**config.mk**
```make
export PLATFORM = sky130hd
export DESIGN_NAME = step_sequence_engine
export DESIGN_NICKNAME = d
export VERILOG_FILES = /design/src/step_seq_pkg.sv /design/src/step_sequence_engine.sv /design/src/step_timer.sv /design/src/sw_store.sv
export SDC_FILE = /design/constraint.sdc
export NUM_CORES = 1
export LEC_CHECK = 0
export BUFFER_PORTS_ARGS = -buffer_cell sky130_fd_sc_hd__buf_2
export CAP_MARGIN = 10
export CORE_MARGIN = 4
export CORE_UTILIZATION = 59
export CTS_CLUSTER_DIAMETER = 120
export CTS_CLUSTER_SIZE = 8
export DETAILED_ROUTE_END_ITERATION = 10
export PLACE_DENSITY = 0.81
export SYNTH_ARGS = -nofsm -noshare
export SYNTH_HDL_FRONTEND = slang
export SYNTH_SLANG_ARGS = --single-unit
export TNS_END_PERCENT = 20
```
**constraint.sdc**
```tcl
create_clock -name core_clk_i -period 13.5 [get_ports core_clk_i]
set_input_delay 2.025 -clock core_clk_i [delete_from_list [all_inputs] [get_ports core_clk_i]]
set_output_delay 2.025 -clock core_clk_i [all_outputs]
set_load 0.01 [all_outputs]
```
**src/step_seq_pkg.sv**
```systemverilog
// shared constants and carrier types of the step sequence engine
package step_seq_pkg;
    localparam int          STEP_W     = 7;
    localparam int          BLK_W      = 10;
    localparam int          ITEM_W     = 8;
    localparam int          TMR_W      = 14;
    localparam int          EDGE_N     = 8;
    localparam int          CONTACT_N  = 8;
    localparam int          PRE_W      = 32;
    localparam logic [6:0]  STEP_FIRST = 7'h01;
    localparam logic [6:0]  STEP_LAST  = 7'h63;
    localparam logic [9:0]  BLK_SELF   = 10'h000;
    localparam logic [9:0]  BLK_LO     = 10'h190;
    localparam logic [9:0]  BLK_HI     = 10'h1f3;
    localparam logic [9:0]  SW_MODEL   = 10'h0d1;
    localparam logic [13:0] TMR_MAX    = 14'h270f;
    // one second of timer resolution
    localparam int          CLK_PERIOD_NS = 10;
    localparam int          SEC_NS        = 1_000_000_000;
    localparam int          SEC_CYCLES    = SEC_NS / CLK_PERIOD_NS;

    typedef struct packed {
        logic              req;
        logic [BLK_W-1:0]  blk;
        logic [STEP_W-1:0] step;
    } blk_cmd_t;

    typedef struct packed {
        logic              req;
        logic [BLK_W-1:0]  model;
        logic [ITEM_W-1:0] item;
        logic              val;
    } out_wr_t;

    typedef struct packed {
        logic [TMR_W-1:0] cnt;
        logic             done;
    } tmr_state_t;

    typedef struct packed {
        logic                 run;
        logic [STEP_W-1:0]    step;
        logic                 cong;
        logic [EDGE_N-1:0]    prev;
        logic [EDGE_N-1:0]    rise;
        logic [EDGE_N-1:0]    fall;
        logic [CONTACT_N-1:0] contact;
        blk_cmd_t             rs;
        blk_cmd_t             rstop;
        out_wr_t              ext;
        logic [PRE_W-1:0]     pre;
        logic                 sec;
    } seq_state_t;
endpackage : step_seq_pkg

```
**src/step_sequence_engine.sv**
```systemverilog
// step sequence engine: step control, timers, pulses, remote blocks
`timescale 1ns/1ps
`default_nettype none
module step_sequence_engine
    import step_seq_pkg::*;
#(
    parameter logic [9:0] SELF_ADDR  = 10'h190,
    parameter int         SEC_CYC    = SEC_CYCLES
) (
    input  wire logic                 core_clk_i,
    input  wire logic                 sys_rst_i,
    input  wire logic                 cycle_tick_i,
    input  wire logic                 prog_start_i,
    input  wire blk_cmd_t             in_start_i,
    input  wire logic                 in_stop_i,
    input  wire logic                 step_hold_switch_i,
    input  wire logic                 final_cond_i,
    input  wire blk_cmd_t             jump_i,
    input  wire blk_cmd_t             bset_i,
    input  wire blk_cmd_t             rset_i,
    input  wire logic                 adv_en_i,
    input  wire logic [TMR_W-1:0]     adv_time_i,
    input  wire logic                 watch_en_i,
    input  wire logic [TMR_W-1:0]     watch_time_i,
    input  wire logic [EDGE_N-1:0]    edge_cond_i,
    input  wire logic [CONTACT_N-1:0] coil_on_i,
    input  wire logic [CONTACT_N-1:0] coil_off_i,
    input  wire out_wr_t              out_wr_i,
    input  wire logic [ITEM_W-1:0]    sw_rd_addr_i,
    output logic                      eval_strobe_o,
    output logic                      run_stop_command_o,
    output logic [STEP_W-1:0]         active_step_o,
    output logic                      congestion_o,
    output logic [EDGE_N-1:0]         rising_edge_pulse_o,
    output logic [EDGE_N-1:0]         falling_edge_pulse_o,
    output logic [CONTACT_N-1:0]      contact_o,
    output blk_cmd_t                  remote_start_o,
    output blk_cmd_t                  remote_block_stop_o,
    output out_wr_t                   ext_wr_o,
    output logic                      sw_rd_data_o
);
    seq_state_t st_q;
    seq_state_t st_d;
    logic       act;
    logic       trans;
    logic       adv_exp;
    logic       watch_exp;
    logic       adv_raw;
    logic       watch_raw;
    logic       sw_wr;

    if (SELF_ADDR < BLK_LO || SELF_ADDR > BLK_HI) begin : g_bad_addr
        $error("step_sequence_engine: SELF_ADDR outside 400..499");
    end
    if (SEC_CYC < 1) begin : g_bad_sec
        $error("step_sequence_engine: SEC_CYC must be positive");
    end

    function automatic logic step_ok(input logic [STEP_W-1:0] s);
        return (s >= STEP_FIRST) && (s <= STEP_LAST);
    endfunction : step_ok

    function automatic logic is_self(input logic [BLK_W-1:0] b);
        return (b == BLK_SELF) || (b == SELF_ADDR);
    endfunction : is_self

    function automatic logic is_remote(input logic [BLK_W-1:0] b);
        return (b >= BLK_LO) && (b <= BLK_HI) && (b != SELF_ADDR);
    endfunction : is_remote

    // the active step is evaluated on this strobe
    // hold pauses evaluation
    assign act       = cycle_tick_i && st_q.run && !step_hold_switch_i;
    assign adv_exp   = adv_en_i && adv_raw;
    assign watch_exp = watch_en_i && watch_raw;
    assign sw_wr     = act && out_wr_i.req && out_wr_i.model == SW_MODEL;

    always_comb begin
        st_d           = st_q;
        trans          = 1'b0;
        st_d.rs.req    = 1'b0;
        st_d.rstop.req = 1'b0;
        st_d.ext.req   = 1'b0;
        st_d.sec       = 1'b0;
        if (st_q.pre >= PRE_W'(SEC_CYC - 1)) begin
            st_d.pre = '0;
            st_d.sec = 1'b1;
        end else begin
            st_d.pre = st_q.pre + 32'h0000_0001;
        end
        if (act) begin
            st_d.prev = edge_cond_i;
            st_d.rise = edge_cond_i & ~st_q.prev;
            st_d.fall = ~edge_cond_i & st_q.prev;
            st_d.contact = (st_q.contact & ~coil_off_i) | coil_on_i;
            if (out_wr_i.req && out_wr_i.model != SW_MODEL) begin
                st_d.ext = out_wr_i;
            end
            if (jump_i.req && step_ok(jump_i.step)
                && (is_self(jump_i.blk) || is_remote(jump_i.blk))) begin
                if (is_self(jump_i.blk)) begin
                    st_d.step = jump_i.step;
                    trans     = 1'b1;
                end else begin
                    st_d.run = 1'b0;
                    st_d.rs  = jump_i;
                end
            end else if (!st_q.cong && final_cond_i) begin
                st_d.step = (st_q.step == STEP_LAST) ? STEP_LAST
                          : st_q.step + 7'h01;
                trans     = 1'b1;
            end else if (!st_q.cong && adv_exp) begin
                st_d.step = (st_q.step == STEP_LAST) ? STEP_LAST
                          : st_q.step + 7'h01;
                trans     = 1'b1;
            end
            // remote start, loses to a remote jump
            if (bset_i.req && is_remote(bset_i.blk)
                && step_ok(bset_i.step) && !st_d.rs.req) begin
                st_d.rs = bset_i;
            end
            if (rset_i.req && is_self(rset_i.blk)) begin
                st_d.run = 1'b0;
            end else if (rset_i.req && is_remote(rset_i.blk)) begin
                st_d.rstop = rset_i;
            end
        end else if (cycle_tick_i) begin
            st_d.rise = '0;
            st_d.fall = '0;
        end
        if (in_stop_i) begin
            st_d.run = 1'b0;
        end
        if (in_start_i.req && step_ok(in_start_i.step)) begin
            st_d.run  = 1'b1;
            st_d.step = in_start_i.step;
            trans     = 1'b1;
        end
        if (prog_start_i) begin
            st_d.run  = 1'b1;
            st_d.step = STEP_FIRST;
            trans     = 1'b1;
        end
        // congestion flag, new step starts clean
        if (trans) begin
            st_d.cong = 1'b0;
        end else if (watch_exp && st_q.run) begin
            st_d.cong = 1'b1;
        end
    end

    always_ff @(posedge core_clk_i) begin
        if (sys_rst_i) begin
            st_q      <= '0;
            st_q.step <= STEP_FIRST;
        end else begin
            st_q <= st_d;
        end
    end

    step_timer u_adv (
        .core_clk_i (core_clk_i),
        .sys_rst_i  (sys_rst_i),
        .restart_i  (trans),
        .sec_i      (st_q.sec && st_q.run && !step_hold_switch_i),
        .limit_i    (adv_time_i > TMR_MAX ? TMR_MAX : adv_time_i),
        .expired_o  (adv_raw)
    );

    step_timer u_watch (
        .core_clk_i (core_clk_i),
        .sys_rst_i  (sys_rst_i),
        .restart_i  (trans),
        .sec_i      (st_q.sec && st_q.run && !step_hold_switch_i),
        .limit_i    (watch_time_i > TMR_MAX ? TMR_MAX : watch_time_i),
        .expired_o  (watch_raw)
    );

    sw_store #(
        .DEPTH (1 << ITEM_W),
        .AW    (ITEM_W)
    ) u_sw (
        .core_clk_i (core_clk_i),
        .sys_rst_i  (sys_rst_i),
        .wr_en_i    (sw_wr),
        .wr_addr_i  (out_wr_i.item),
        .wr_data_i  (out_wr_i.val),
        .rd_addr_i  (sw_rd_addr_i),
        .rd_data_o  (sw_rd_data_o)
    );

    assign eval_strobe_o        = act;
    assign run_stop_command_o   = st_q.run;
    assign active_step_o        = st_q.step;
    assign congestion_o         = st_q.cong;
    assign rising_edge_pulse_o  = st_q.rise;
    assign falling_edge_pulse_o = st_q.fall;
    assign contact_o            = st_q.contact;
    assign remote_start_o       = st_q.rs;
    assign remote_block_stop_o  = st_q.rstop;
    assign ext_wr_o             = st_q.ext;

    logic quiet;
    assign quiet = !prog_start_i && !in_start_i.req && !in_stop_i;
endmodule : step_sequence_engine
`default_nettype wire

```
**src/step_timer.sv**
```systemverilog
// per-step seconds timer, restarted on every step change
`timescale 1ns/1ps
`default_nettype none
module step_timer
    import step_seq_pkg::*;
(
    input  wire logic             core_clk_i,
    input  wire logic             sys_rst_i,
    input  wire logic             restart_i,
    input  wire logic             sec_i,
    input  wire logic [TMR_W-1:0] limit_i,
    output logic                  expired_o
);
    tmr_state_t st_q;
    tmr_state_t st_d;

    always_comb begin
        st_d = st_q;
        if (restart_i) begin
            st_d.cnt = '0;
        end else if (sec_i && st_q.cnt < limit_i) begin
            st_d.cnt = st_q.cnt + 14'h0001;
        end
        // a fresh step never shows a stale expiry
        st_d.done = !restart_i && (st_d.cnt >= limit_i);
    end

    always_ff @(posedge core_clk_i) begin
        if (sys_rst_i) begin
            st_q <= '0;
        end else begin
            st_q <= st_d;
        end
    end

    assign expired_o = st_q.done;
endmodule : step_timer
`default_nettype wire

```
**src/sw_store.sv**
```systemverilog
// internal switch store, one bit per item, registered read
`timescale 1ns/1ps
`default_nettype none
module sw_store #(
    parameter int DEPTH = 256,
    parameter int AW    = 8
) (
    input  wire logic          core_clk_i,
    input  wire logic          sys_rst_i,
    input  wire logic          wr_en_i,
    input  wire logic [AW-1:0] wr_addr_i,
    input  wire logic          wr_data_i,
    input  wire logic [AW-1:0] rd_addr_i,
    output logic               rd_data_o
);
    typedef struct packed {
        logic [DEPTH-1:0] bits;
        logic             rd;
    } store_t;

    store_t st_q;
    store_t st_d;

    if (DEPTH != (1 << AW)) begin : g_bad_depth
        $error("sw_store: DEPTH must equal 2**AW");
    end

    always_comb begin
        st_d    = st_q;
        st_d.rd = st_q.bits[rd_addr_i];
        if (wr_en_i) begin
            st_d.bits[wr_addr_i] = wr_data_i;
        end
    end

    always_ff @(posedge core_clk_i) begin
        if (sys_rst_i) begin
            st_q <= '0;
        end else begin
            st_q <= st_d;
        end
    end

    assign rd_data_o = st_q.rd;
endmodule : sw_store
`default_nettype wire

```
==> results.sh, run 1 <==
export IMPL_synth_top_cells_by_area="dfxtp_1 40%, a21oi_1 7.4%, nand3_1 7.1%"
export IMPL_grt_overflow_total=0
export IMPL_clock_tree_htree_level_count=2
export IMPL_timing_max_slew_rel_slack_pct=9.68
export IMPL_max_slew_worst_pin_slew_ns=1.35
export IMPL_rsz_0062_raised_after_global_routing="false"
export IMPL_cts_repair_timing_setup_buffer_count=0
export IMPL_max_clock_freq_mhz=161
export IMPL_cp_buf_inv_count=1
export IMPL_static_leakage_power_uw=0.00841
export IMPL_grt_use_total_pct=33.5
export IMPL_startpoint_type="primary input"
export IMPL_setup_violations=0
export IMPL_run_status="finished clean"
export IMPL_grt_antenna_before_repair=4
export IMPL_timing_critical_path_slowest_stage_cell="or4_1"
export IMPL_post_cts_resized_instances=0
export IMPL_boundaryPins=252
export IMPL_setup_clock_skew_after_layout_ns=0.0292
export IMPL_route_vias_total=20100
export IMPL_cts_tree="done"
export IMPL_power_ir_vdd_worst_uv=85.8
export IMPL_die_w_um=196
export IMPL_synthCells=2481
export IMPL_synth_seq_cells=417
export IMPL_routed_wire_length_per_instance_um=22.9
export IMPL_setup_worst_path_class="primary input to register"
export IMPL_placementRows=68
export IMPL_clk_pin_slew_worst_paths_ns=0.05
export IMPL_first_global_vias=19100
export IMPL_finalNonFillerCells=2976
export IMPL_synth_sequential_area_ratio_pct=39.8
export IMPL_post_synth_top_area_fraction_pct=39.8
export IMPL_ys_warn_count=0
export IMPL_post_route_min_period_ns=6.20
export IMPL_worst_skew_pair_late_latency_ns=0.62
export IMPL_synth_edf_count=0
export IMPL_die_height_um=196
export IMPL_ctsRootBufferMaster="clkbuf_16"
export IMPL_power_per_cell_area_nw_per_um2=118
export IMPL_synth_cell_type_count=69
export IMPL_hold_path_class="register to register"
export IMPL_finalCritPeriodShare_pct=45.9
export IMPL_cts_num_sinks=417
export IMPL_synth_area_um2=21000
export IMPL_numPlacedInstances=2911
export IMPL_final_setup_tns_ns=0
export IMPL_async_reset_ff_share_pct=0
export IMPL_post_synth_top_count_cell="dfxtp_1"
export IMPL_largest_net_degree_at_the_start_of_global_routing=235
export IMPL_global_route_wire_length_before_repair_um=104000
export IMPL_critical_path_max_stage_delay_ns=0.60
export IMPL_syn_to_final_growth_pct=9.97
export IMPL_worst_r2r_setup_slack_ns=9.00
export IMPL_crit_path_cell_trace="buf_2 -> nor4_1 -> o21ai_0 -> and2_1 -> nor2_1 -> ha_1 -> a21o_1 -> a21o_1 -> a21o_1 -> a211oi_2 -> nand3_2 -> or4_1 -> a21oi_1 -> ha_1 -> nand4_1 -> nor4_1 -> or4_1 -> a31oi_1 -> nor4_4"
export IMPL_tritoncts_num_buffers=58
export IMPL_synth_top_cells_by_count="417 x dfxtp_1, 311 x a21oi_1, 296 x nand3_1, 282 x o21ai_0, 207 x nor2_1"
export IMPL_hpwlAfterDp_um=43300
export IMPL_fin_nets=2735
export IMPL_proportion_of_layout_cells_with_a_drive_suffix_above_1_pct=16.5
export IMPL_worst_endpoint_arrival_ns=6.66
export IMPL_total_power_uw=2720
export IMPL_first_drt_pass_iteration_count=6
export IMPL_maxCapViolCount=0
export IMPL_element_type_at_the_critical_path_end="register"
export IMPL_effective_utilization_at_floorplan_pct=60.2
export IMPL_cts_hold_buffers=0
export IMPL_io_buffer_count=241
export IMPL_postSynth_topFlopCell="dfxtp_1"
export IMPL_timing_final_max_slew_violations=0
export IMPL_detail_route_antenna_nets=0
export IMPL_synthDominantAreaCellType="dfxtp_1"
export IMPL_detailedRoute_firstIterationViolations=2811
export IMPL_worst_path_most_repeated_cell="a21o_1"
export IMPL_fillers=2815
export IMPL_drc=0
export IMPL_gp_routability_congestion=0.947
export IMPL_die_area_um2=38600
export IMPL_avgSynthCellArea_um2=8.45
export IMPL_path_max_fanout=10
export IMPL_final_hold_violation_count=0
export IMPL_kind_of_cell_with_the_highest_combined_delay_on_the_critical_path="simple AND/OR/NAND/NOR gates"
export IMPL_drt_wl_total_um=68100
export IMPL_detail_route_vias_per_cell=6.74
export IMPL_critPathRequiredTime_ns=13.96
export IMPL_ctsLongestPathBuffers=3
export IMPL_core_area_um2=34800
==> through the flow <==
| stage | util [%] | hold slack [ns] | instance area [µm²] | worst slack [ns] |
|---|---|---|---|---|
| 3_3_place_gp | 61.9 | 0.428 | 21500 | 6.97 |
| 6_report | 66.2 | 0.444 | 23100 | 7.30 |
| 5_1_grt | 66.2 | 0.462 | 23000 | 7.20 |
| 4_1_cts | 66.2 | 0.448 | 23000 | 7.42 |
| 2_1_floorplan | - | 0.418 | 21000 | 7.44 |
| 3_5_place_dp | 61.9 | 0.437 | 21500 | 6.81 |
==> metal layers <==
layer	vias up	wire [µm]	track usage (%)
li1	8967	-	-
met1	9469	25800	43.5
met2	1345	31200	52.7
met3	277	7780	8.02
met4	2	3210	16.3
met5	-	13	0
==> cell usage in the layout (no fill, tap or decap), types with 5 or more instances in the layout <==
cell and instances:
nand4_1 37, and4_1 7, conb_1 5, o221ai_1 6
buf_4 15, clkbuf_16 58, or3_1 5, nor4_1 15
nand2b_1 32, o21ai_0 282, nor3_2 5, or4_1 6
nor2_2 9, and3_1 16, a21o_1 17, nand3b_1 21
and2_1 13, buf_2 237, inv_1 19, nand3_1 296
mux2_2 7, a211oi_1 21, nand2_1 90, o22ai_1 10
nor3b_1 5, nor2_1 198, nor2b_1 14, a21oi_1 311
xnor2_1 13, mux4_2 56, o211ai_1 6, ha_1 58
nor3_1 19, dfxtp_1 417, xor2_1 35, a22oi_1 35
mux2i_1 49, a31oi_1 7
==> cell families after synthesis <==
family	count (synthesis)	share of synthesized area, %
simple gates	814	19.5
compound gates	728	19.2
flops	417	39.8
buf+inv	303	7.27
mux	112	8.73
fa+ha+maj	58	3.46
xor+xnor	48	2.01
other cells	1	0.0179
==> registers in the layout, summed over array words and instances (netlist names), 14 cells and up <==
| signal | cells |
|---|---|
| u_adv.st_q | 14 |
| u_sw.st_q | 256 |
| u_watch.st_q | 14 |
| remote_block_stop_o | 18 |
| ext_wr_o | 20 |
| st_q | 41 |
| remote_start_o | 18 |
==> final cells by class <==
| cell class | instances | area (µm²) | share of cell area, % |
|---|---|---|---|
| flip-flops and latches | 417 | 8350 | 36.2 |
| diodes | 2 | 5.00 | 0.0217 |
| multi-input cells | 1765 | 11200 | 48.5 |
| inverters | 19 | 71.3 | 0.309 |
| repair buffers | 255 | 1350 | 5.83 |
| clock buffers | 59 | 1460 | 6.31 |
| well taps | 455 | 569 | 2.47 |
| clock inverters | 4 | 67.6 | 0.293 |
==> worst min-delay path, stage by stage (launching register included) <==
cell and delay, ns:
dfxtp_1 0.30, inv_1 0.05, a21oi_1 0.05
==> path summary, 6_finish.rpt <==
kind / start / endpoint / cells after the start
min: remote_block_stop_o[14] / remote_block_stop_o[14] / 2
max reg2reg: run_stop_command_o / u_adv.expired_o / 13
max: watch_time_i[6] / u_watch.expired_o / 19
min reg2reg: remote_block_stop_o[14] / remote_block_stop_o[14] / 2
==> where the power goes <==
part | internal (µW) | switching (µW)
sequential | 1240 | 3.93
clock | 754 | 532
combinational | 56.2 | 138
Note: power is estimated with default switching activity, not from simulation.
==> run 2, diff against run 1 <==
--- a/config.mk
+++ b/config.mk
@@ -5,6 +5,7 @@
 export SDC_FILE = /design/constraint.sdc
 export NUM_CORES = 1
 export LEC_CHECK = 0
+export ABC_AREA = 1
 export BUFFER_PORTS_ARGS = -buffer_cell sky130_fd_sc_hd__buf_2
 export CAP_MARGIN = 10
 export CORE_MARGIN = 4
@@ -12,7 +13,7 @@
 export CTS_CLUSTER_DIAMETER = 120
 export CTS_CLUSTER_SIZE = 8
 export DETAILED_ROUTE_END_ITERATION = 10
-export PLACE_DENSITY = 0.81
+export PLACE_DENSITY = 0.8
 export SYNTH_ARGS = -nofsm -noshare
 export SYNTH_HDL_FRONTEND = slang
 export SYNTH_SLANG_ARGS = --single-unit
==> constraint.sdc (replaced) <==
create_clock -name core_clk_i -period 6.3 [get_ports core_clk_i]
set_input_delay 0.945 -clock core_clk_i [delete_from_list [all_inputs] [get_ports core_clk_i]]
set_output_delay 0.945 -clock core_clk_i [all_outputs]
set_load 0.01 [all_outputs]
==> results.sh, run 2 <==
export IMPL_hpwlAfterDp_um=39100
export IMPL_effective_utilization_at_floorplan_pct=60.2
export IMPL_placementRows=71
export IMPL_post_layout_util_pct=65.3
export IMPL_proportion_of_layout_cells_with_a_drive_suffix_above_1_pct=13.5
export IMPL_max_slew_worst_pin_slew_ns=1.11
export IMPL_worst_r2r_startpoint="u_watch.st_q[4]"
export IMPL_cts_num_sinks=417
export IMPL_power_per_cell_area_nw_per_um2=237
export IMPL_max_clock_freq_mhz=226
export IMPL_post_synth_top_count_cell="nand2_1"
export IMPL_synth_edf_count=0
export IMPL_rr_worst_depth=15
export IMPL_synth_area_um2=22800
export IMPL_crit_path_cell_trace="buf_2 -> nor2_1 -> nand2_1 -> nand2_1 -> nand2_1 -> nand2_2 -> inv_1 -> nor2_1 -> ha_1 -> a21oi_1 -> nor2_1 -> a211oi_1 -> nand2_1 -> nand2_1 -> nand3_1 -> o21ai_0 -> nor2_1 -> ha_1 -> nand2_1 -> nor2_1 -> nand4_1 -> or4_1 -> a31oi_1"
export IMPL_critPathRequiredTime_ns=6.81
export IMPL_max_ffs_per_register=256
export IMPL_worst_r2r_setup_slack_ns=2.71
export IMPL_ctsRootBufferMaster="clkbuf_16"
export IMPL_worstHoldEndpoint="remote_start_o[16]"
export IMPL_detail_route_vias_per_cell=6.14
export IMPL_synthCells=2990
export IMPL_worst_path_most_repeated_cell="nand2_1"
export IMPL_die_w_um=204
export IMPL_drt_wl_total_um=64400
export IMPL_die_area_um2=41800
export IMPL_final_setup_tns_ns=0
export IMPL_async_reset_ff_share_pct=0
export IMPL_worst_skew_pair_late_latency_ns=0.60
export IMPL_synth_cell_type_count=54
export IMPL_boundaryPins=252
export IMPL_synthDominantAreaCellType="dfxtp_1"
export IMPL_fillers=3155
export IMPL_die_height_um=204
export IMPL_io_buffer_count=241
export IMPL_synth_top_cells_by_area="dfxtp_1 37%, o311a_1 11%, nand2_1 8.8%"
export IMPL_fin_nets=3212
export IMPL_timing_final_max_slew_violations=0
export IMPL_setup_worst_path_class="primary input to register"
export IMPL_largest_net_degree_at_the_start_of_global_routing=122
export IMPL_worst_hold_path_num_cells=2
export IMPL_worst_endpoint_arrival_ns=4.94
export IMPL_cts_hold_buffers=0
export IMPL_syn_to_final_growth_pct=8.53
export IMPL_static_leakage_power_uw=0.00996
export IMPL_detail_route_antenna_nets=0
export IMPL_synth_top_cells_by_count="533 x nand2_1, 417 x dfxtp_1, 296 x nand3_1, 241 x o21bai_1, 240 x o311a_1"
export IMPL_grt_antenna_before_repair=3
export IMPL_first_drt_pass_iteration_count=6
export IMPL_startpoint_type="primary input"
export IMPL_postSynth_topFlopCell="dfxtp_1"
export IMPL_element_type_at_the_critical_path_end="register"
export IMPL_global_route_wire_length_before_repair_um=102000
export IMPL_gp_routability_congestion=0.914
export IMPL_maxCapViolCount=0
export IMPL_post_route_min_period_ns=4.43
export IMPL_drc=0
export IMPL_finalCritPeriodShare_pct=70.3
export IMPL_avgSynthCellArea_um2=7.61
export IMPL_ctsLongestPathBuffers=3
export IMPL_first_global_vias=20300
export IMPL_most_common_cell_after_layout_fill_and_taps_aside="nand2_1"
export IMPL_timing_critical_path_slowest_stage_cell="nand2_1"
export IMPL_ys_warn_count=0
export IMPL_critical_path_max_stage_delay_ns=0.51
export IMPL_holdCritStartpoint="remote_start_o[16]"
export IMPL_final_cell_mix="533 x nand2_1, 417 x dfxtp_1, 296 x nand3_1, 241 x o21bai_1, 240 x o311a_1"
export IMPL_setup_clock_skew_after_layout_ns=0.0196
export IMPL_regToRegEndpoint="u_watch.expired_o"
export IMPL_registers_top_by_ff_count="u_sw.st_q"
export IMPL_clock_tree_htree_level_count=2
export IMPL_setup_violations=0
export IMPL_grt_overflow_total=0
export IMPL_post_cts_resized_instances=0
export IMPL_core_area_um2=37800
export IMPL_path_max_fanout=21
export IMPL_rsz_0062_raised_after_global_routing="false"
export IMPL_post_synth_top_area_fraction_pct=36.7
export IMPL_grt_use_total_pct=29.2
export IMPL_clk_pin_slew_worst_paths_ns=0.05
export IMPL_detailedRoute_firstIterationViolations=1895
export IMPL_cts_repair_timing_setup_buffer_count=0
export IMPL_final_hold_violation_count=0
export IMPL_routed_wire_length_per_instance_um=18.3
export IMPL_synth_seq_cells=417
export IMPL_synth_sequential_area_ratio_pct=36.7
export IMPL_hold_path_class="register to register"
export IMPL_cts_tree="done"
export IMPL_power_ir_vdd_worst_uv=231
export IMPL_run_status="finished clean"
export IMPL_route_vias_total=21600
export IMPL_timing_max_slew_rel_slack_pct=26.1
export IMPL_tritoncts_num_buffers=58
run 2: cell types whose count changed in the layout (fill, tap and decap cells not counted), sizes merged, moves of 35 or more:
cell / before / now
nand2: 91 / 554
o21bai: 0 / 241
o311a: 1 / 240
inv: 21 / 217
a21oi: 311 / 116
o21ai: 283 / 94
mux4: 56 / 0
mux2i: 49 / 0
nor2: 207 / 248
a22oi: 35 / 0
run 2: kinds of logic (layout without fill, tap and decap cells):
logic type      Yosys count  count (layout)  share of synthesized area, %
simple gates           1202            1202                          23.4
compound gates          732             732                          24.5
buf+inv                 556             557                          11.3
flops                   417             417                          36.7
fa+ha+maj                58              58                          3.19
xor+xnor                 24              24                         0.923
other cells               1               8                        0.0165
run 2: layout make-up:
cell class	count	area, µm²	area share, %
multi-input cells	2021	11900	48.1
flip-flops and latches	417	8350	33.8
repair buffers	273	1500	6.05
clock buffers	60	1480	5.99
inverters	222	845	3.42
well taps	511	639	2.59
clock inverters	2	17.5	0.0709
diodes	3	7.51	0.0304
run 2: where the power goes:
part	switching, µW	internal (µW)	total, µW	leakage (µW)
clock network	1090	1620	2710	0.000737
registers	11.1	2660	2670	0.00336
logic	340	128	468	0.00586
run 2: worst max-delay path, delay by kind of cell:
kind | cells | cell delay [ns]
AND/OR/NAND/NOR | 15 | 2.38
buffers and inverters | 2 | 0.26
AO/OA/AOI/OAI | 4 | 0.77
adder cells (fa/ha/maj) | 2 | 0.57
run 2: routing by layer:
metal / global-route usage (%) / wire length, µm
met3: 4.68 / 4990
met5: 0 / 0
met1: 36.6 / 26100
met4: 13.0 / 2460
met2: 49.8 / 30800
run 2: worst max-delay path by stage:
stage | startpoint | end
after global routing | watch_time_i[9] | u_watch.expired_o
after CTS | watch_time_i[4] | u_watch.expired_o
after global placement | watch_time_i[4] | u_watch.expired_o
after detailed placement | watch_time_i[4] | u_watch.expired_o
after floorplan | watch_time_i[4] | u_watch.expired_o
final | watch_time_i[4] | u_watch.expired_o
run 2: metrics by stage:
step                      setup slack [ns]  hold slack, ns  instances  cell area [µm²]  power, µW
final                                 1.87           0.437       3509            24700       5850
after global routing                  1.56           0.464       3508            24700       6030
after floorplan                       2.39           0.417       2994            22800       3020
after detailed placement              1.37           0.428       3442            23100       3180
after global placement                1.49           0.427       3442            23100       3170
after CTS                             1.94           0.437       3504            24600       5870
